--- src/dic_pkg.sv ---
/*
  Shared constants and types for the discrete input conditioner.
  Assumes a single 10 MHz system clock and a one-millisecond time base.
*/
package dic_pkg;

  // System clock rate, and the resulting length of the millisecond tick.
  localparam int CLK_HZ      = 10000000;
  localparam int TICK_HZ     = 1000;
  localparam int TICK_CYCLES = CLK_HZ / TICK_HZ;

  localparam int NUM_POINTS = 8;
  localparam int SEL_W      = 2;
  localparam int CNT_W      = 7;

  // Register byte offsets.
  localparam logic [7:0] OFS_POLARITY = 8'h00;
  localparam logic [7:0] OFS_OPSTATE  = 8'h04;
  localparam logic [7:0] OFS_FILT_SEL = 8'h08;
  localparam logic [7:0] OFS_PERS_SEL = 8'h0c;
  localparam logic [7:0] OFS_DATA     = 8'h10;
  localparam logic [7:0] OFS_PINS     = 8'h14;

  // Reset values: sourcing, normally open, 3 ms filter, persistence off.
  localparam logic [7:0]  RST_POLARITY = 8'h00;
  localparam logic [7:0]  RST_OPSTATE  = 8'h00;
  localparam logic [15:0] RST_FILT_SEL = 16'h5555;
  localparam logic [15:0] RST_PERS_SEL = 16'h0000;

  // Window lengths in milliseconds.
  localparam int FILT_A_MS = 3;
  localparam int FILT_B_MS = 10;
  localparam int FILT_C_MS = 20;
  localparam int PERS_A_MS = 15;
  localparam int PERS_B_MS = 50;
  localparam int PERS_C_MS = 100;

  // Tick counts: one extra tick because the first tick may follow almost at once.
  localparam logic [CNT_W-1:0] FILT_A_TICKS = CNT_W'(FILT_A_MS + 1);
  localparam logic [CNT_W-1:0] FILT_B_TICKS = CNT_W'(FILT_B_MS + 1);
  localparam logic [CNT_W-1:0] FILT_C_TICKS = CNT_W'(FILT_C_MS + 1);
  localparam logic [CNT_W-1:0] PERS_A_TICKS = CNT_W'(PERS_A_MS + 1);
  localparam logic [CNT_W-1:0] PERS_B_TICKS = CNT_W'(PERS_B_MS + 1);
  localparam logic [CNT_W-1:0] PERS_C_TICKS = CNT_W'(PERS_C_MS + 1);

  typedef enum logic [SEL_W-1:0] {
    SEL_OFF = 2'b00,
    SEL_A   = 2'b01,
    SEL_B   = 2'b10,
    SEL_C   = 2'b11
  } dic_sel_t;

endpackage

--- src/dic_point_if.sv ---
/*
  Per-point carrier between the conditioner top and one point stage.
  Assumes the top drives the configuration and tick, the point drives the value.
*/
`timescale 1ns/10ps
interface dic_point_if;
  logic              tick;
  logic              pin;
  logic              sinking;
  logic              nclosed;
  dic_pkg::dic_sel_t filt_sel;
  dic_pkg::dic_sel_t pers_sel;
  logic              value;

  modport ctrl (
    output tick, pin, sinking, nclosed, filt_sel, pers_sel,
    input  value
  );
  modport point (
    input  tick, pin, sinking, nclosed, filt_sel, pers_sel,
    output value
  );
endinterface

--- src/dic_top.sv ---
/*
  Eight-point discrete input conditioner with a plain register port.
  Assumes synchronous field inputs and a single 10 MHz clock with async reset.
*/
// Strobed register access and the address map were decided locally.
// Summary of operation
// Eight input points, each with its own polarity, state, persistence, filter.
// Polarity picks the active level: sourcing high (default) or sinking low.
// Normally open reports the active level; normally closed reports its absence.
// Persistence holds a new true value at least 15, 50 or 100 ms; default off.
// Filter reports true only after 3 (default), 10 or 20 ms continuously on.
// With filter and persistence both off, report follows the signal without delay or stretch.
// One indicator output per point shows whether that input is active.
// Stages run polarity, inversion, filter, persistence, timed by a common millisecond tick.
`timescale 1ns/10ps
module dic_top #(
  parameter int TICK_CYCLES = dic_pkg::TICK_CYCLES
) (
  // Clock and reset.
  input  wire logic        SYS_CLK,
  input  wire logic        RST,
  // Field inputs.
  input  wire logic [7:0]  FIELD_IN,
  // Register port.
  input  wire logic [7:0]  REG_ADDR,
  input  wire logic [31:0] REG_WDATA,
  input  wire logic        REG_WR,
  input  wire logic        REG_RD,
  output logic      [31:0] REG_RDATA,
  // Reported data and indicators.
  output logic      [7:0]  INPUT_DATA,
  output logic      [7:0]  INDICATOR
);

  logic [7:0]  polarity;
  logic [7:0]  opstate;
  logic [15:0] filt_sel;
  logic [15:0] pers_sel;
  logic [15:0] tcnt;
  logic [15:0] tick_gap;
  logic        tick;
  logic [7:0]  values;

  // Common millisecond tick for every point.
  always_ff @(posedge SYS_CLK or posedge RST) begin
    if (RST) begin
      tcnt <= '0;
      tick <= 1'b0;
    end else if (tcnt == 16'(TICK_CYCLES - 1)) begin
      tcnt <= '0;
      tick <= 1'b1;
    end else begin
      tcnt <= tcnt + 1'b1;
      tick <= 1'b0;
    end
  end

  // Cycles since the last tick, kept apart from the divider for the period checks.
  always_ff @(posedge SYS_CLK or posedge RST) begin
    if (RST) begin
      tick_gap <= '0;
    end else if (tick) begin
      tick_gap <= '0;
    end else begin
      tick_gap <= tick_gap + 1'b1;
    end
  end

  // Configuration registers.
  always_ff @(posedge SYS_CLK or posedge RST) begin
    if (RST) begin
      polarity <= dic_pkg::RST_POLARITY;
      opstate  <= dic_pkg::RST_OPSTATE;
      filt_sel <= dic_pkg::RST_FILT_SEL;
      pers_sel <= dic_pkg::RST_PERS_SEL;
    end else if (REG_WR) begin
      if (REG_ADDR == dic_pkg::OFS_POLARITY) begin
        polarity <= REG_WDATA[7:0];
      end else if (REG_ADDR == dic_pkg::OFS_OPSTATE) begin
        opstate <= REG_WDATA[7:0];
      end else if (REG_ADDR == dic_pkg::OFS_FILT_SEL) begin
        filt_sel <= REG_WDATA[15:0];
      end else if (REG_ADDR == dic_pkg::OFS_PERS_SEL) begin
        pers_sel <= REG_WDATA[15:0];
      end
    end
  end

  // Read data stand in the cycle after the strobe only.
  always_ff @(posedge SYS_CLK or posedge RST) begin
    if (RST) begin
      REG_RDATA <= '0;
    end else if (!REG_RD) begin
      REG_RDATA <= '0;
    end else if (REG_ADDR == dic_pkg::OFS_POLARITY) begin
      REG_RDATA <= {24'h000000, polarity};
    end else if (REG_ADDR == dic_pkg::OFS_OPSTATE) begin
      REG_RDATA <= {24'h000000, opstate};
    end else if (REG_ADDR == dic_pkg::OFS_FILT_SEL) begin
      REG_RDATA <= {16'h0000, filt_sel};
    end else if (REG_ADDR == dic_pkg::OFS_PERS_SEL) begin
      REG_RDATA <= {16'h0000, pers_sel};
    end else if (REG_ADDR == dic_pkg::OFS_DATA) begin
      REG_RDATA <= {24'h000000, INPUT_DATA};
    end else if (REG_ADDR == dic_pkg::OFS_PINS) begin
      REG_RDATA <= {24'h000000, FIELD_IN};
    end else begin
      REG_RDATA <= '0;
    end
  end

  // One independent conditioning stage per point.
  for (genvar g = 0; g < dic_pkg::NUM_POINTS; g++) begin : g_point
    dic_point_if pif ();
    assign pif.tick     = tick;
    assign pif.pin      = FIELD_IN[g];
    assign pif.sinking  = polarity[g];
    assign pif.nclosed  = opstate[g];
    assign pif.filt_sel = dic_pkg::dic_sel_t'(filt_sel[2*g +: 2]);
    assign pif.pers_sel = dic_pkg::dic_sel_t'(pers_sel[2*g +: 2]);
    assign values[g]    = pif.value;
    dic_point u_point (
      .clk (SYS_CLK),
      .rst (RST),
      .pif (pif.point)
    );
  end

  always_ff @(posedge SYS_CLK or posedge RST) begin
    if (RST) begin
      INPUT_DATA <= '0;
      INDICATOR  <= '0;
    end else begin
      INPUT_DATA <= values;
      INDICATOR  <= values;
    end
  end

  AST_TICK_SINGLE: assert property (@(posedge SYS_CLK) disable iff (RST)
    tick |=> !tick)
    else $error("Millisecond tick lasted more than one cycle.");

  AST_TICK_PHASE: assert property (@(posedge SYS_CLK) disable iff (RST)
    tick |-> tcnt == '0)
    else $error("Millisecond tick out of phase with its counter.");

  AST_INDICATOR: assert property (@(posedge SYS_CLK) disable iff (RST)
    ##1 INDICATOR == $past(values))
    else $error("Indicator does not show the point state.");

  AST_CFG_WRITE: assert property (@(posedge SYS_CLK) disable iff (RST)
    (REG_WR && REG_ADDR == dic_pkg::OFS_POLARITY) |=> polarity == $past(REG_WDATA[7:0]))
    else $error("Polarity write not taken.");

  AST_READ_DATA: assert property (@(posedge SYS_CLK) disable iff (RST)
    (REG_RD && REG_ADDR == dic_pkg::OFS_DATA) |=> REG_RDATA == {24'h000000, $past(INPUT_DATA)})
    else $error("Data register read returns the wrong value.");

  // A tick neither comes early nor goes missing, so both windows keep their length.
  AST_TICK_EARLY: assert property (@(posedge SYS_CLK) disable iff (RST)
    tick |-> tick_gap >= 16'(TICK_CYCLES - 1))
    else $error("Millisecond tick came early.");

  AST_TICK_LATE: assert property (@(posedge SYS_CLK) disable iff (RST)
    !tick |-> tick_gap <= 16'(TICK_CYCLES - 1))
    else $error("Millisecond tick was skipped.");

  AST_CFG_OPSTATE: assert property (@(posedge SYS_CLK) disable iff (RST)
    (REG_WR && REG_ADDR == dic_pkg::OFS_OPSTATE) |=> opstate == $past(REG_WDATA[7:0]))
    else $error("Operating-state write not taken.");

  AST_CFG_FILT: assert property (@(posedge SYS_CLK) disable iff (RST)
    (REG_WR && REG_ADDR == dic_pkg::OFS_FILT_SEL) |=> filt_sel == $past(REG_WDATA[15:0]))
    else $error("Filter select write not taken.");

  AST_CFG_PERS: assert property (@(posedge SYS_CLK) disable iff (RST)
    (REG_WR && REG_ADDR == dic_pkg::OFS_PERS_SEL) |=> pers_sel == $past(REG_WDATA[15:0]))
    else $error("Persistence select write not taken.");

  AST_CFG_STABLE: assert property (@(posedge SYS_CLK) disable iff (RST)
    !REG_WR |=> $stable(polarity) && $stable(opstate) &&
                $stable(filt_sel) && $stable(pers_sel))
    else $error("Configuration changed without a write.");

  AST_CFG_IGNORED: assert property (@(posedge SYS_CLK) disable iff (RST)
    (REG_WR && REG_ADDR != dic_pkg::OFS_POLARITY && REG_ADDR != dic_pkg::OFS_OPSTATE &&
     REG_ADDR != dic_pkg::OFS_FILT_SEL && REG_ADDR != dic_pkg::OFS_PERS_SEL) |=>
    $stable(polarity) && $stable(opstate) && $stable(filt_sel) && $stable(pers_sel))
    else $error("Write to a read-only or unmapped address changed the configuration.");

  AST_RD_IDLE: assert property (@(posedge SYS_CLK) disable iff (RST)
    !REG_RD |=> REG_RDATA == '0)
    else $error("Read data stood longer than one cycle.");

  AST_READ_PINS: assert property (@(posedge SYS_CLK) disable iff (RST)
    (REG_RD && REG_ADDR == dic_pkg::OFS_PINS) |=>
    REG_RDATA == {24'h000000, $past(FIELD_IN)})
    else $error("Pin register read returns the wrong value.");

  AST_READ_POLARITY: assert property (@(posedge SYS_CLK) disable iff (RST)
    (REG_RD && REG_ADDR == dic_pkg::OFS_POLARITY) |=>
    REG_RDATA == {24'h000000, $past(polarity)})
    else $error("Polarity read-back differs from the register.");

  AST_READ_OPSTATE: assert property (@(posedge SYS_CLK) disable iff (RST)
    (REG_RD && REG_ADDR == dic_pkg::OFS_OPSTATE) |=>
    REG_RDATA == {24'h000000, $past(opstate)})
    else $error("Operating-state read-back differs from the register.");

  AST_READ_FILT: assert property (@(posedge SYS_CLK) disable iff (RST)
    (REG_RD && REG_ADDR == dic_pkg::OFS_FILT_SEL) |=>
    REG_RDATA == {16'h0000, $past(filt_sel)})
    else $error("Filter select read-back differs from the register.");

  AST_READ_PERS: assert property (@(posedge SYS_CLK) disable iff (RST)
    (REG_RD && REG_ADDR == dic_pkg::OFS_PERS_SEL) |=>
    REG_RDATA == {16'h0000, $past(pers_sel)})
    else $error("Persistence select read-back differs from the register.");

  AST_DATA_FOLLOW: assert property (@(posedge SYS_CLK) disable iff (RST)
    ##1 INPUT_DATA == $past(values))
    else $error("Reported data do not follow the point values.");

  COV_CFG_WRITE: cover property (@(posedge SYS_CLK) disable iff (RST)
    REG_WR && REG_ADDR == dic_pkg::OFS_PERS_SEL);
  COV_ALL_ON: cover property (@(posedge SYS_CLK) disable iff (RST)
    INPUT_DATA == 8'hff);
  COV_READ_PINS: cover property (@(posedge SYS_CLK) disable iff (RST)
    REG_RD && REG_ADDR == dic_pkg::OFS_PINS);

endmodule

--- src/dic_point.sv ---
/*
  One input point: polarity, operating state, qualification filter, persistence.
  Assumes a one-cycle millisecond tick and configuration held steady by the top.
*/
`timescale 1ns/10ps
module dic_point (
  // Clock and reset.
  input wire logic  clk,
  input wire logic  rst,
  // Point signals.
  dic_point_if.point pif
);

  logic [dic_pkg::CNT_W-1:0] fcnt;
  logic [dic_pkg::CNT_W-1:0] hcnt;
  logic [dic_pkg::CNT_W-1:0] filt_thr;
  logic [dic_pkg::CNT_W-1:0] pers_thr;
  logic                      cond;
  logic                      qual;
  logic                      qual_d;

  function automatic logic [dic_pkg::CNT_W-1:0] filt_ticks(input dic_pkg::dic_sel_t s);
    case (s)
      dic_pkg::SEL_A: filt_ticks = dic_pkg::FILT_A_TICKS;
      dic_pkg::SEL_B: filt_ticks = dic_pkg::FILT_B_TICKS;
      dic_pkg::SEL_C: filt_ticks = dic_pkg::FILT_C_TICKS;
      default:        filt_ticks = '0;
    endcase
  endfunction

  function automatic logic [dic_pkg::CNT_W-1:0] pers_ticks(input dic_pkg::dic_sel_t s);
    case (s)
      dic_pkg::SEL_A: pers_ticks = dic_pkg::PERS_A_TICKS;
      dic_pkg::SEL_B: pers_ticks = dic_pkg::PERS_B_TICKS;
      dic_pkg::SEL_C: pers_ticks = dic_pkg::PERS_C_TICKS;
      default:        pers_ticks = '0;
    endcase
  endfunction

  assign filt_thr = filt_ticks(pif.filt_sel);
  assign pers_thr = pers_ticks(pif.pers_sel);
  // Polarity first, then the normally-closed inversion.
  assign cond = (pif.pin ^ pif.sinking) ^ pif.nclosed;
  // With the filter off the conditioned signal passes straight through.
  assign qual = cond && ((filt_thr == '0) || (fcnt >= filt_thr));

  always_ff @(posedge clk or posedge rst) begin
    if (rst) begin
      fcnt <= '0;
    end else if (!cond) begin
      fcnt <= '0;
    end else if (pif.tick && (fcnt < filt_thr)) begin
      fcnt <= fcnt + 1'b1;
    end
  end

  always_ff @(posedge clk or posedge rst) begin
    if (rst) begin
      qual_d <= 1'b0;
      hcnt   <= '0;
    end else begin
      qual_d <= qual;
      if (qual && !qual_d) begin
        hcnt <= pers_thr;
      end else if (pif.tick && (hcnt != '0)) begin
        hcnt <= hcnt - 1'b1;
      end
    end
  end

  always_ff @(posedge clk or posedge rst) begin
    if (rst) begin
      pif.value <= 1'b0;
    end else begin
      pif.value <= qual || (hcnt != '0);
    end
  end

  AST_SOURCE_NO: assert property (@(posedge clk) disable iff (rst)
    (!pif.sinking && !pif.nclosed && filt_thr == '0 && hcnt == '0 && pers_thr == '0)
    |=> pif.value == $past(pif.pin))
    else $error("Sourcing normally-open point does not follow its pin.");

  AST_SINK_NO: assert property (@(posedge clk) disable iff (rst)
    (pif.sinking && !pif.nclosed && filt_thr == '0 && hcnt == '0 && pers_thr == '0)
    |=> pif.value == !$past(pif.pin))
    else $error("Sinking point does not report a low pin as true.");

  AST_NC_INVERT: assert property (@(posedge clk) disable iff (rst)
    (!pif.sinking && pif.nclosed && filt_thr == '0 && hcnt == '0 && pers_thr == '0)
    |=> pif.value == !$past(pif.pin))
    else $error("Normally-closed point does not invert.");

  AST_FILT_QUALIFY: assert property (@(posedge clk) disable iff (rst)
    ($rose(pif.value) && $past(filt_thr) != '0) |-> $past(fcnt) >= $past(filt_thr))
    else $error("Filtered point turned on before its window elapsed.");

  AST_FILT_CLEAR: assert property (@(posedge clk) disable iff (rst)
    !cond |=> fcnt == '0)
    else $error("Filter count survived a dropout.");

  AST_HOLD_LOAD: assert property (@(posedge clk) disable iff (rst)
    (qual && !qual_d) |=> hcnt == $past(pers_thr))
    else $error("Hold counter not loaded on a rising value.");

  AST_HOLD_VALUE: assert property (@(posedge clk) disable iff (rst)
    (hcnt != '0) |=> pif.value)
    else $error("Value dropped while the hold window was running.");

  COV_FILTERED_ON: cover property (@(posedge clk) disable iff (rst)
    $rose(pif.value) && filt_thr != '0);
  COV_STRETCHED: cover property (@(posedge clk) disable iff (rst)
    !cond && hcnt != '0 ##1 pif.value);

endmodule

--- config.mk ---
export PLATFORM = sky130hd
export DESIGN_NAME = dic_top
export DESIGN_NICKNAME = d
export VERILOG_FILES = /design/src/dic_pkg.sv /design/src/dic_point_if.sv /design/src/dic_top.sv /design/src/dic_point.sv
export SDC_FILE = /design/constraint.sdc
export NUM_CORES = 1
export LEC_CHECK = 0
export BUFFER_PORTS_ARGS = -buffer_cell sky130_fd_sc_hd__buf_2
export CAP_MARGIN = 10
export CORE_ASPECT_RATIO = 1.4
export CORE_MARGIN = 3
export CORE_UTILIZATION = 45
export DETAILED_ROUTE_END_ITERATION = 8
export PLACE_DENSITY = 0.71
export SYNTH_ARGS = -nofsm -noshare
export SYNTH_HDL_FRONTEND = slang
export SYNTH_SLANG_ARGS = --single-unit
--- constraint.sdc ---
create_clock -name SYS_CLK -period 7.55 [get_ports SYS_CLK]
set_input_delay 0.755 -clock SYS_CLK [delete_from_list [all_inputs] [get_ports SYS_CLK]]
set_output_delay 0.755 -clock SYS_CLK [all_outputs]
set_load 0.03 [all_outputs]
After elaboration in Yosys (flattened, before gate mapping):

Cells that the tools add are included.

* flip-flop bits (word level): 233
* input bits: 52
* word-level logic and storage cells: 296

* $add $sub $neg: 17
* $lt $le $gt $ge: 16
* eq/ne operators: 62
* muxes and demuxes: 57
* bitwise logic cells: 19
* reductions and logical operators: 85

Operator list (number)
* $mux 7: 32
* $pmux 7 s3: 8
* $pmux 5 s3: 8
* $mux 16: 6
* $eq 2x2->1 const B: 32
* $add 7x1->7 const B: 8
* $ge 7x5->1: 8
* $logic_not 7->1: 8
* $lt 7x5->1: 8
* $reduce_bool 7->1: 8
* $sub 7x1->7 const B: 8
* $eq 2x1->1 const B: 16
* $logic_and 1x1->1: 32
* $add 16x1->16 const B: 1
* $eq 16x14->1 const B: 1
* $eq 8x4->1 const B: 2
* $eq 8x5->1 const B: 2
* $logic_or 1x1->1: 16
* $mux 8: 2
* $ne 2x2->1 const B: 8
* $reduce_bool 2->1: 8
* $xor 1x1->1: 16
* $eq 8x3->1 const B: 1
* $logic_not 1->1: 8
* 7 further kinds: 9

Depth between registers and ports, before layout:

Gate-level depths: netlist of run 1.

* depth after elaboration: 8
* gate-level depth with buffers: 9
* gate-level depth less buffers: 8

Hierarchy:

Synthesis of run 1 repeated with hierarchy kept, for this count alone.

* cells, all modules: 1246
* area, all modules: 12685.9 µm²

By module, submodules not included
* dic_point (g_point[0].u_point ...): times used 7, cells an instance 113, area an instance 1087.3 µm²
* dic_top: times used 1, cells an instance 342, area an instance 3988.8 µm²
* dic_point (g_point[5].u_point): times used 1, cells an instance 113, area an instance 1086.0 µm²

Worst setup path after synthesis of run 1:

Ideal clock, no wire load.

* path type: flip-flop to flip-flop
* start: register filt_sel[8]
* end: register g_point[4].u_point.hcnt[1] in the netlist's numbering
* library setup time: 125 ps
* arrival time: 2487 ps
* data required time: 7425 ps
* setup slack: 4939 ps
* stages on the path, launching flop included: 9
* period minus slack after synthesis: 2611 ps
* path through: dfstp_2 -> nand2_1 -> ha_1 -> a2111oi_1 -> o21ai_0 -> a21oi_1 -> or3_1 -> buf_2 -> mux2_2

* longest elaborated chain between the ends: 7
* elaborated cells on any way between the ends: 11
* those cells by class: 1 x order compare; 3 x eq/ne; 2 x mux; 5 x reduce/logical

RTL lines
* start, declared: line dic_top.sv:37 `logic [15:0] filt_sel;`
* start signal, assigned: line dic_top.sv:74 `filt_sel <= dic_pkg::RST_FILT_SEL;`
* start signal, assigned: line dic_top.sv:82 `filt_sel <= REG_WDATA[15:0];`
* $eq 2x2->1 or $eq 2x1->1 (tied branches): line dic_point.sv:23 `case (s)`
* $pmux 5 s3 (*): line dic_point.sv:23
* $ge 7x5->1 or $logic_not 7->1 (tied branches): line dic_point.sv:45 `assign qual = cond && ((filt_thr == '0) || (fcnt >= filt_thr));`
* $logic_or 1x1->1 (*): line dic_point.sv:45
* $logic_and 1x1->1 (*): line dic_point.sv:45
* $logic_and 1x1->1 (*): line dic_point.sv:63 `if (qual && !qual_d) begin`
* $mux 7 or $reduce_bool 2->1 (tied branches)
* end signal, assigned: line dic_point.sv:64 `hcnt <= pers_thr;`
* end signal, assigned: line dic_point.sv:66 `hcnt <= hcnt - 1'b1;`
* end, declared: line dic_point.sv:15 `logic [dic_pkg::CNT_W-1:0] hcnt;`

Every way passes the cells marked *; elsewhere a longest branch is shown, timed or not.
A chain may end at the register's enable or synchronous reset.

Final worst setup path of run 1:

* start: register filt_sel[4]
* end: register g_point[2].u_point.hcnt[6] in the netlist's numbering

* longest elaborated chain between the ends: 7
* elaborated cells on any way between the ends: 11
* those cells by class: 1 x order compare; 3 x eq/ne; 2 x mux; 5 x reduce/logical

RTL lines (line)
* $eq 2x2->1 or $eq 2x1->1 (tied branches): dic_point.sv:23
* $pmux 5 s3 (*): dic_point.sv:23
* $ge 7x5->1 or $logic_not 7->1 (tied branches): dic_point.sv:45
* $logic_or 1x1->1 (*): dic_point.sv:45
* $logic_and 1x1->1 (*): dic_point.sv:45
* $logic_and 1x1->1 (*): dic_point.sv:63
* $mux 7 or $reduce_bool 2->1 (tied branches)
* end signal, assigned: dic_point.sv:64
* end signal, assigned: dic_point.sv:66
* end, declared: dic_point.sv:15

Marked as above.

==> key figures, run 1 <==
Clocking
  • Post-cts hold buffer count: 0
  • Clk root buf: clkbuf_16
  • CTS tree: yes
  • Clk sinks: 217
  • H-tree levels: 1
  • CTS clk-pin slew, worst paths: 0.06 ns
  • CTS buffer count: 24
  • Clock latency on the worst-skew pair: 0.53 ns
  • Post_cts resized: 0
  • Post-CTS setup buffer count: 0
  • Max clock buf depth: 3

Synth
  • Mapped Cells: 1199
  • Average size of a mapped cell: 10.1 um^2
  • Post-synth top flop: dfrtp_1
  • Seq cells post-synth: 217
  • Post-synth EDFFs: 0
  • Asr flop ratio synth: 1.00
  • Sequential share of the synthesized area: 0.448
  • Post-synthesis cell type count: 62
  • Synth Cell Area: 12200 um^2
  • Ys Warns: 0

Routing
  • Vias: 9129
  • 1st-pass router iterations: 5
  • DR WL met3: 1400 um
  • Max Used Layer: met5
  • 1st-iter DRT viols: 473
  • Number of vias per cell: 5.57
  • Post-Route WL: 26900 um
  • M1 wire length: 10900 um
  • Met2 routed WL: 13800 um
  • DRT antenna net count: 0
  • Wire per inst: 16.4 um
  • DRC: 0

STA
  • Final hold vios: 0
  • Fmax: 313 MHz
  • Tcrit/Tclk final: 0.424
  • Setup-failing EPs final: 0
  • Min cycle time layout: 3.20 ns
  • Worst Max-Slew Pin Slew: 0.893 ns
  • Slew Limit Headroom: 0.389
  • Fin Clk Skew: 0.0210 ns
  • Slew Viols, Final: 0
  • Unrepaired setup endpoints after global routing: no
  • Post-route setup TNS: 0 ns

Pwr
  • Power Dens Cells: 214 nW/um^2
  • Leak Pwr: 6.29 nW
  • Peak supply drop: 0.000153 V
  • Final Total Pwr: 0.00291 W

Floorplanning
  • Std-Cell Rows: 70
  • Core area: 26400 um^2
  • I/O pin total: 100
  • Initial Utilization: 0.461
  • Die H: 200 um
  • Chip width: 145 um
  • Die area: 29000 um^2

Global routing
  • Initial antenna violation count: 2
  • Vias in the first global route: 9297
  • Total GRT Usage: 0.186
  • First-pass GRT wire length: 44600 um
  • Pin count of the biggest net entering global routing: 128
  • GRT overflow: 0

Final layout
  • Multi-input gate area: 6230 um^2
  • Area grow syn2layout: 11.6%
  • FF+latch area: 5440 um^2
  • Layout cells sized above 1: 0.151
  • Nets: 1393
  • Fill count: 2355

Place
  • Placer Congestion: 0.855
  • IO buf count: 67
  • Post-DP HPWL: 19400 um

Worst setup path
  • Startpoint Class: flip-flop
  • Critical path arrival: 3.59 ns
  • Setup CP Type: reg2reg
  • Worst path required time: 7.94 ns
  • CP Max Fanout: 6
  • CP endpoint kind: flip-flop

Worst hold path
  • Hold crit path type: reg2reg

Outcome
  • Status: finished clean

Job
  • Max-Cap Viols: 0
-- cell usage in the layout, fill, tap and decap left out, drive strengths merged, types with 4 or more instances in the layout --
cell type    n
a2111oi      8
a21o         6
a21oi       73
a22oi        9
a31oi       11
a32o         7
and2        15
and3         8
buf         73
clkbuf      34
clkinv       5
conb        16
dfrtp      209
dfstp        8
ha          81
inv         62
mux2        62
mux2i       45
nand2       90
nand2b      15
nand3       38
nand4       11
nor2        74
nor2b       22
nor3        37
nor4        15
o21a        12
o21ai       73
o221ai       4
o22ai        4
o31ai       13
or3         26
or4         21
xnor2       37
xor2        19
-- cell families (layout without fill, tap and decap cells) --
kind of cell	after synthesis	count (layout)	synth area share
AO/OA/AOI/OAI	239	239	0.122
XOR/XNOR	56	56	0.0404
adder cells (fa/ha/maj)	81	81	0.0834
buffers and inverters	115	179	0.0448
flip-flops	217	217	0.448
multiplexers	107	107	0.0976
other	1	17	0.000309
AND/OR/NAND/NOR	383	383	0.164
-- critical path, cell delays in order, from the launching register on --
cell	delay (ns)
dfstp_2	0.57
nand2_1	0.07
ha_1	0.31
a2111oi_0	0.79
o21ai_0	0.19
a21oi_1	0.38
or3_1	0.37
mux2_2	0.38
-- metal layers --
metal / global-route usage / up-vias
met5: 0 / -
met4: 0.0570 / 2
met3: 0.0300 / 39
met2: 0.332 / 196
met1: 0.225 / 4499
li1: - / 4393
-- state kept, by name (all words and copies together) (netlist names), 16 cells and up --
| signal | count |
|---|---|
| g_point.u_point.hcnt | 56 |
| g_point.u_point.fcnt | 56 |
| REG_RDATA | 16 |
| filt_sel | 16 |
| tcnt | 16 |
| pers_sel | 16 |
-- stage by stage --
| step | hold WS [ns] | setup WS (ns) | util | instances | area (um^2) |
|---|---|---|---|---|---|
| 2_1_floorplan | 0.331 | 0.872 | - | 1214 | 12200 |
| 3_3_place_gp | 0.332 | 4.16 | 0.483 | 1594 | 12700 |
| 3_5_place_dp | 0.335 | 4.15 | 0.483 | 1594 | 12700 |
| 4_1_cts | 0.349 | 4.37 | 0.515 | 1638 | 13600 |
| 5_1_grt | 0.354 | 4.14 | 0.515 | 1638 | 13600 |
| 6_report | 0.348 | 4.35 | 0.515 | 1639 | 13600 |
-- path summary, 6_finish.rpt --
path | slack, ns | from | endpoint | cells after the start
setup / recovery | 4.35 | filt_sel[4]$_DFFE_PP1P_ | g_point[2].u_point.hcnt[6]$_DFFE_PP0P_ | 7
hold / removal | 0.35 | g_point[4].u_point.pif.value$_DFF_PP0_ | INDICATOR[4]$_DFF_PP0_ | 0
setup reg to reg | 4.35 | filt_sel[4]$_DFFE_PP1P_ | g_point[2].u_point.hcnt[6]$_DFFE_PP0P_ | 7
hold reg to reg | 0.35 | g_point[4].u_point.pif.value$_DFF_PP0_ | INDICATOR[4]$_DFF_PP0_ | 0
max in group asynchronous | 5.31 | RST | g_point[1].u_point.hcnt[2]$_DFFE_PP0P_ | 4
min in group asynchronous | 0.40 | RST | g_point[6].u_point.fcnt[3]$_DFFE_PP0P_ | 2
-- report_power, final --
| group | leakage, nW | internal, W | switching, W |
|---|---|---|---|
| Sequential | 2.91 | 0.00123 | 0.0000562 |
| Combinational | 2.99 | 0.000138 | 0.000274 |
| Clock | 0.397 | 0.000732 | 0.000476 |
| Total | 6.29 | 0.00210 | 0.000806 |
-- cells in the mapped netlist, drive strengths merged (12+ instances only) --
cell type / number / area share
nor2b: 22 / 0.011
nand2: 90 / 0.029
dfrtp: 209 / 0.43
or3: 26 / 0.013
mux2i: 45 / 0.037
nand3: 38 / 0.016
xnor2: 37 / 0.027
nor3: 37 / 0.017
o21a: 12 / 0.0074
and2: 15 / 0.0077
buf: 34 / 0.020
or4: 21 / 0.013
a21oi: 73 / 0.030
ha: 81 / 0.083
nand2b: 15 / 0.0077
nor2: 74 / 0.023
mux2: 62 / 0.061
o31ai: 13 / 0.0080
clkbuf: 19 / 0.0059
xor2: 19 / 0.014
o21ai: 73 / 0.030
inv: 62 / 0.019
nor4: 15 / 0.0090
-- final cells by class --
| class | instances | area share |
|---|---|---|
| Clock inverter | 10 | 0.0110 |
| Sequential cell | 217 | 0.401 |
| Clock buffer | 34 | 0.0500 |
| Tap cell | 360 | 0.0332 |
| Timing Repair Buffer | 73 | 0.0280 |
| Antenna cell | 1 | 0.000184 |
| Multi-Input combinational cell | 882 | 0.459 |
| Inverter | 62 | 0.0177 |
Power figures use the tool's default switching activity.
==> run 2, diff against run 1 <==
--- a/config.mk
+++ b/config.mk
@@ -5,13 +5,14 @@
 export SDC_FILE = /design/constraint.sdc
 export NUM_CORES = 1
 export LEC_CHECK = 0
+export ABC_AREA = 1
 export BUFFER_PORTS_ARGS = -buffer_cell sky130_fd_sc_hd__buf_2
 export CAP_MARGIN = 10
 export CORE_ASPECT_RATIO = 1.4
 export CORE_MARGIN = 3
 export CORE_UTILIZATION = 45
 export DETAILED_ROUTE_END_ITERATION = 8
-export PLACE_DENSITY = 0.71
+export PLACE_DENSITY = 0.73
 export SYNTH_ARGS = -nofsm -noshare
 export SYNTH_HDL_FRONTEND = slang
 export SYNTH_SLANG_ARGS = --single-unit
==> constraint.sdc (replaced) <==
create_clock -name SYS_CLK -period 2.75 [get_ports SYS_CLK]
set_input_delay 0.275 -clock SYS_CLK [delete_from_list [all_inputs] [get_ports SYS_CLK]]
set_output_delay 0.275 -clock SYS_CLK [all_outputs]
set_load 0.03 [all_outputs]
==> run 2 against run 1 <==
  * Clock skew is 0.011 ns lower
  * Cell count is 31% higher
  * Clock power grew to 2.7 times the previous value
  * Highest routed layer unchanged
==> key figures, run 2 <==
STA
  • Slew Limit Headroom: 0.556
  • Slew Viols, Final: 0
  • Unrepaired setup endpoints after global routing: no
  • Fin Clk Skew: 0.0101 ns
  • Final hold vios: 0
  • Post-route setup TNS: 0 ns
  • Fmax: 430 MHz
  • Min cycle time layout: 2.32 ns
  • Setup-failing EPs final: 0
  • Tcrit/Tclk final: 0.845
  • Worst Max-Slew Pin Slew: 0.659 ns

Synth
  • Seq cells post-synth: 217
  • Largest area contributor in the netlist: dfrtp_1
  • Post-synth EDFFs: 0
  • Yosys top cell area share: 0.406
  • Synth Cell Area: 12900 um^2
  • Ys Warns: 0
  • Sequential share of the synthesized area: 0.423
  • Count leader, synth: nand2_1
  • Post-synthesis cell type count: 38
  • Asr flop ratio synth: 1.00
  • Average size of a mapped cell: 7.67 um^2
  • Post-synth top flop: dfrtp_1
  • Mapped Cells: 1679
  • Top post-synthesis cells by count: nand2_1, inv_1, dfrtp_1, nand3_1, nor2_1
  • Ranking of synthesized cells by area: dfrtp_1, nand2_1, ha_1

Job
  • Max-Cap Viols: 0

Routing
  • 1st-iter DRT viols: 524
  • Post-Route WL: 29200 um
  • DRC: 0
  • Vias: 10800
  • DRT antenna net count: 0
  • Number of vias per cell: 5.05
  • 1st-pass router iterations: 5
  • Wire per inst: 13.6 um

Final layout
  • Cell area after layout: 14400 um^2
  • FF+latch area: 5440 um^2
  • Fill count: 2580
  • Largest regs: g_point.u_point.fcnt: 56 flops, g_point.u_point.hcnt: 56 flops
  • Multi-input gate area: 6220 um^2
  • Layout cells sized above 1: 0.102
  • Nets: 1894
  • Commonest non-fill, non-tap cells in the layout: nand2_1, inv_1, dfrtp_1, nand3_1, nor2_1
  • Inserted Diodes: 0
  • Area grow syn2layout: 12.2%
  • Most common cell after layout, fill and taps aside: nand2_1

Clocking
  • Max clock buf depth: 3
  • Post-CTS setup buffer count: 0
  • H-tree levels: 1
  • CTS clk-pin slew, worst paths: 0.06 ns
  • Clk sinks: 217
  • Clock latency on the worst-skew pair: 0.53 ns
  • CTS tree: yes
  • Clk root buf: clkbuf_16
  • CTS buffer count: 24
  • Post_cts resized: 0
  • Post-cts hold buffer count: 4

Worst setup path
  • Crit-path most repeated cell: nand2_1
  • Crit path cell chain: nand2_1 > ha_1 > nand2_1 > inv_1 > nand2_1 > nor2_1 > nor2_1 > nand3_1 > nand3_1 > nand2_1 > inv_1 > nand2_1 > nand2_1
  • Crit path buf inv count: 2
  • Crit path max-delay cell type: dfstp_2
  • Startpoint Class: flip-flop
  • Setup CP Type: reg2reg
  • CP endpoint kind: flip-flop
  • CP Max Fanout: 11
  • Top delay family on crit path: simple AND/OR/NAND/NOR gates
  • Critical path arrival: 2.74 ns
  • Slowest Stage Delay on Critical Path: 0.57 ns
  • Worst path required time: 3.17 ns

Place
  • Post-DP HPWL: 21500 um
  • IO buf count: 67
  • Placer Congestion: 0.836
  • Placed Instance Area: 13600 um^2

Global routing
  • Vias in the first global route: 10500
  • Pin count of the biggest net entering global routing: 75
  • Total GRT Usage: 0.194
  • GRT overflow: 0
  • First-pass GRT wire length: 49100 um
  • Initial antenna violation count: 1

Pwr
  • Final Total Pwr: 0.00934 W
  • Leak Pwr: 7.49 nW
  • Power Dens Cells: 647 nW/um^2
  • Peak supply drop: 0.000326 V

Floorplanning
  • I/O pin total: 100
  • Chip width: 149 um
  • Die area: 30700 um^2
  • Core area: 27900 um^2
  • Std-Cell Rows: 72
  • Initial Utilization: 0.461
  • Die H: 206 um

Worst hold path
  • Hold crit path type: in2reg

Outcome
  • Status: finished clean
[run 2: cell types whose count changed after synthesis, moves of 22 or more]
cell	before	now
nand2_1	88	461
nor2_1	74	128
nor2b_1	22	0
inv_1	62	245
mux2_2	47	0
xor2_1	19	50
nand3_1	38	155
a21oi_1	73	43
nand4_1	11	36
mux2i_1	45	0
or3_1	26	0
[run 2: worst register-to-register path: cells and delay by family (launching register included)]
family | cells | cell delay (ns)
AND/OR/NAND/NOR | 10 | 1.18
flip-flops | 1 | 0.57
adder cells (fa/ha/maj) | 1 | 0.29
buffers and inverters | 2 | 0.15
[run 2: worst paths after layout]
kind | cells past startpoint | slack, ns | endpoint | from
min reg2reg | 0 | 0.34 | INDICATOR[6]$_DFF_PP0_ | g_point[6].u_point.pif.value$_DFF_PP0_
max | 13 | 0.43 | g_point[1].u_point.hcnt[2]$_DFFE_PP0P_ | filt_sel[2]$_DFFE_PP1P_
min in group asynchronous | 3 | 0.38 | REG_RDATA[1]$_DFF_PP0_ | RST
max in group asynchronous | 4 | 1.50 | filt_sel[6]$_DFFE_PP1P_ | RST
max reg2reg | 13 | 0.43 | g_point[1].u_point.hcnt[2]$_DFFE_PP0P_ | filt_sel[2]$_DFFE_PP1P_
min | 3 | 0.04 | filt_sel[12]$_DFFE_PP1P_ | REG_WDATA[12]
[run 2: cells by family (layout without fill, tap and decap cells)]
| group | after synthesis | in the layout | synth area share |
|---|---|---|---|
| buf+inv | 305 | 390 | 0.0990 |
| fa+ha+maj | 81 | 81 | 0.0787 |
| compound gates | 150 | 150 | 0.0604 |
| other cells | 1 | 16 | 0.000291 |
| simple gates | 857 | 857 | 0.293 |
| flops | 217 | 217 | 0.423 |
| xor+xnor | 68 | 68 | 0.0463 |
[run 2: cell type report]
| type | instances | area share |
|---|---|---|
| clock buffer | 33 | 0.0482 |
| clock inverter | 11 | 0.00805 |
| timing repair buffer | 92 | 0.0386 |
| sequential | 217 | 0.377 |
| tap | 370 | 0.0320 |
| inverter | 254 | 0.0663 |
| multi-input combinational | 1172 | 0.430 |
[run 2: where the power goes]
group | leakage (nW) | switching [W] | internal (W)
Clock | 0.394 | 0.00133 | 0.00196
Combinational | 4.27 | 0.00140 | 0.000811
Sequential | 2.83 | 0.000300 | 0.00355
Total | 7.49 | 0.00303 | 0.00632
[run 2: through the flow]
| step | hold slack [ns] | setup WS [ns] | cells | utilization |
|---|---|---|---|---|
| floorplan | 0.331 | -0.345 | 1694 | - |
| global placement | 0.331 | 0.514 | 2101 | 0.487 |
| detailed placement | 0.335 | 0.457 | 2101 | 0.487 |
| CTS | 0.0244 | 0.425 | 2149 | 0.517 |
| global route | 0.0424 | 0.127 | 2149 | 0.517 |
| finish | 0.0446 | 0.426 | 2149 | 0.517 |
[run 2: layer usage]
layer | wire length, um | share of wire | up-vias | GRT usage
li1 | - | - | 5446 | -
met1 | 12000 | 0.41 | 5103 | 0.231
met2 | 14300 | 0.49 | 221 | 0.341
met3 | 1510 | 0.052 | 71 | 0.0318
met4 | 1370 | 0.047 | 2 | 0.0922
met5 | 13 | 0.00044 | - | 0
==> run 3, diff against run 2 <==
--- a/config.mk
+++ b/config.mk
@@ -5,14 +5,14 @@
 export SDC_FILE = /design/constraint.sdc
 export NUM_CORES = 1
 export LEC_CHECK = 0
-export ABC_AREA = 1
+export ABC_AREA = 0
 export BUFFER_PORTS_ARGS = -buffer_cell sky130_fd_sc_hd__buf_2
 export CAP_MARGIN = 10
 export CORE_ASPECT_RATIO = 1.4
 export CORE_MARGIN = 3
 export CORE_UTILIZATION = 45
 export DETAILED_ROUTE_END_ITERATION = 8
-export PLACE_DENSITY = 0.73
+export PLACE_DENSITY = 0.71
 export SYNTH_ARGS = -nofsm -noshare
 export SYNTH_HDL_FRONTEND = slang
 export SYNTH_SLANG_ARGS = --single-unit
==> constraint.sdc (replaced) <==
create_clock -name SYS_CLK -period 2.3 [get_ports SYS_CLK]
set_input_delay 0.23 -clock SYS_CLK [delete_from_list [all_inputs] [get_ports SYS_CLK]]
set_output_delay 0.23 -clock SYS_CLK [all_outputs]
set_load 0.03 [all_outputs]
==> run 3 against run 2 <==
  * Sequential share of layout area is 0.18 points lower
  * First-iteration DRC count fell by 9.0%
  * Hold slack got worse by 0.019 ns
  * Cell count is 20% lower
  * Global-route usage fell by 0.29 points
  * Setup slack got worse by 0.34 ns
  * Critical path type unchanged
==> key figures, run 3 (synthesis gave the netlist of run 1 again) <==
Place
  • Post-DP HPWL: 20600 um
  • IO buf count: 67
  • Dpl cells: 1662
  • Placer Congestion: 0.892
  • Placed Instance Area: 13400 um^2

Clocking
  • Max clock buf depth: 3
  • Clk root buf: clkbuf_16
  • H-tree levels: 1
  • Clock latency on the worst-skew pair: 0.52 ns
  • CTS clk-pin slew, worst paths: 0.06 ns
  • CTS buffer count: 24
  • CTS tree: yes
  • Clk sinks: 217

Job
  • Max-Cap Viols: 0

Worst setup path
  • CP endpoint kind: flip-flop
  • Worst reg-to-reg setup slack: 0.09 ns
  • Crit path cell chain: nand2_1 > ha_4 > a2111oi_4 > o21ai_0 > a21oi_1 > or3_4 > mux2_2
  • Worst path required time: 2.69 ns
  • Startpoint Class: flip-flop
  • Reg2Reg Launch Point: filt_sel[14]$_DFFE_PP1P_
  • Setup CP Type: reg2reg
  • CP Max Fanout: 5
  • Critical path arrival: 2.61 ns
  • Crit path max-delay cell type: dfstp_2
  • Slowest Stage Delay on Critical Path: 0.55 ns
  • R2R cell count: 7
  • Reg2reg end: g_point[7].u_point.hcnt[0]$_DFFE_PP0P_

Floorplanning
  • Die area: 29000 um^2
  • Core area: 26400 um^2
  • Initial Utilization: 0.461
  • I/O pin total: 100
  • Std-Cell Rows: 70
  • Die H: 200 um
  • Chip width: 145 um

Pwr
  • Final Total Pwr: 0.00947 W
  • Power Dens Cells: 652 nW/um^2
  • Leak Pwr: 6.75 nW
  • Peak supply drop: 0.000408 V

Global routing
  • GRT overflow: 0
  • First-pass GRT wire length: 46000 um
  • Total GRT Usage: 0.191
  • Pin count of the biggest net entering global routing: 115
  • Initial antenna violation count: 2
  • Vias in the first global route: 9504

Final layout
  • Largest regs: g_point.u_point.fcnt: 56 flops, g_point.u_point.hcnt: 56 flops
  • Final std cells w/o fill: 1723
  • Most common cell after layout, fill and taps aside: dfrtp_1
  • Cell area after layout: 14500 um^2
  • Fill count: 2259
  • Multi-input gate area: 6530 um^2
  • Area grow syn2layout: 19.4%
  • Layout cells sized above 1: 0.219
  • Commonest non-fill, non-tap cells in the layout: dfrtp_1, nand2_1, buf_4, ha_1, nor2_1
  • FF+latch area: 5440 um^2
  • Nets: 1479

STA
  • Slew Limit Headroom: 0.535
  • Fin Clk Skew: 0.0133 ns
  • Fmax: 452 MHz
  • Setup-failing EPs final: 0
  • Final hold vios: 0
  • Min cycle time layout: 2.21 ns
  • Slew Viols, Final: 0
  • Worst Max-Slew Pin Slew: 0.698 ns
  • Tcrit/Tclk final: 0.963
  • Post-route setup TNS: 0 ns
  • Minimum hold slack: 0.0257 ns

Worst hold path
  • Worst Hold Depth: 2
  • Hold crit path type: in2reg
  • Min-delay src: REG_WDATA[7]
  • WHS Endpoint: filt_sel[7]$_DFFE_PP0P_

Routing
  • Number of vias per cell: 5.49
  • Wire per inst: 16.3 um
  • 1st-pass router iterations: 4
  • DRT antenna net count: 0
  • DRC: 0
  • Post-Route WL: 28200 um
  • 1st-iter DRT viols: 477
  • Vias: 9459

Outcome
  • Status: finished clean
==> run 3: worst max-delay path, delay by kind of cell (launching register included) <==
family | cells | cell delay [ns]
compound gates | 3 | 0.68
fa+ha+maj | 1 | 0.24
simple gates | 2 | 0.29
mux | 1 | 0.33
flops | 1 | 0.55
==> run 3: final cells by class <==
cell class	instances	area share
multi-input combinational	882	0.450
sequential	217	0.375
timing repair buffer	159	0.0752
clock buffer	36	0.0487
tap	360	0.0310
inverter	62	0.0163
clock inverter	6	0.00414
antenna	1	0.000172
==> run 3: what timing repair did <==
action	4_1_cts	5_1_grt
setup buffers	1	6
setup endpoints to repair	11	54
pin swaps	0	11
gates resized for setup	3	35
endpoints found under the hold margin	122	0
hold buffers	11	0
==> run 3: worst max-delay path by stage <==
stage                                  start                                     end  slack, ns  cells past startpoint
detailed placement  filt_sel[14]$_DFFE_PP1P_  g_point[7].u_point.hcnt[0]$_DFFE_PP0P_      -0.02                      7
CTS                 filt_sel[14]$_DFFE_PP1P_  g_point[7].u_point.fcnt[4]$_DFFE_PP0P_       0.01                      7
floorplan                                RST                  INDICATOR[0]$_DFF_PP0_      -0.75                      1
finish              filt_sel[14]$_DFFE_PP1P_  g_point[7].u_point.hcnt[0]$_DFFE_PP0P_       0.09                      7
global placement     filt_sel[4]$_DFFE_PP1P_  g_point[2].u_point.hcnt[1]$_DFFE_PP0P_      0.005                      7
global route        filt_sel[10]$_DFFE_PP1P_  g_point[5].u_point.fcnt[2]$_DFFE_PP0P_      -0.01                      5
==> run 3: per-layer routing <==
metal / part of all wire / vias up / GRT usage
li1: - / 4568 / -
met1: 0.40 / 4630 / 0.232
met2: 0.52 / 193 / 0.337
met3: 0.049 / 66 / 0.0331
met4: 0.033 / 2 / 0.0647
met5: 0.00071 / - / 0
==> run 3: through the flow <==
stage	utilization	worst slack, ns
floorplan	-	-0.750
global placement	0.507	0.00480
detailed placement	0.507	-0.0244
CTS	0.541	0.00959
global route	0.551	-0.0115
finish	0.551	0.0860
==> run 3: report_power, final <==
group | switching (W) | internal (W)
clock network | 0.00150 | 0.00222
registers | 0.000179 | 0.00403
logic | 0.000950 | 0.000590
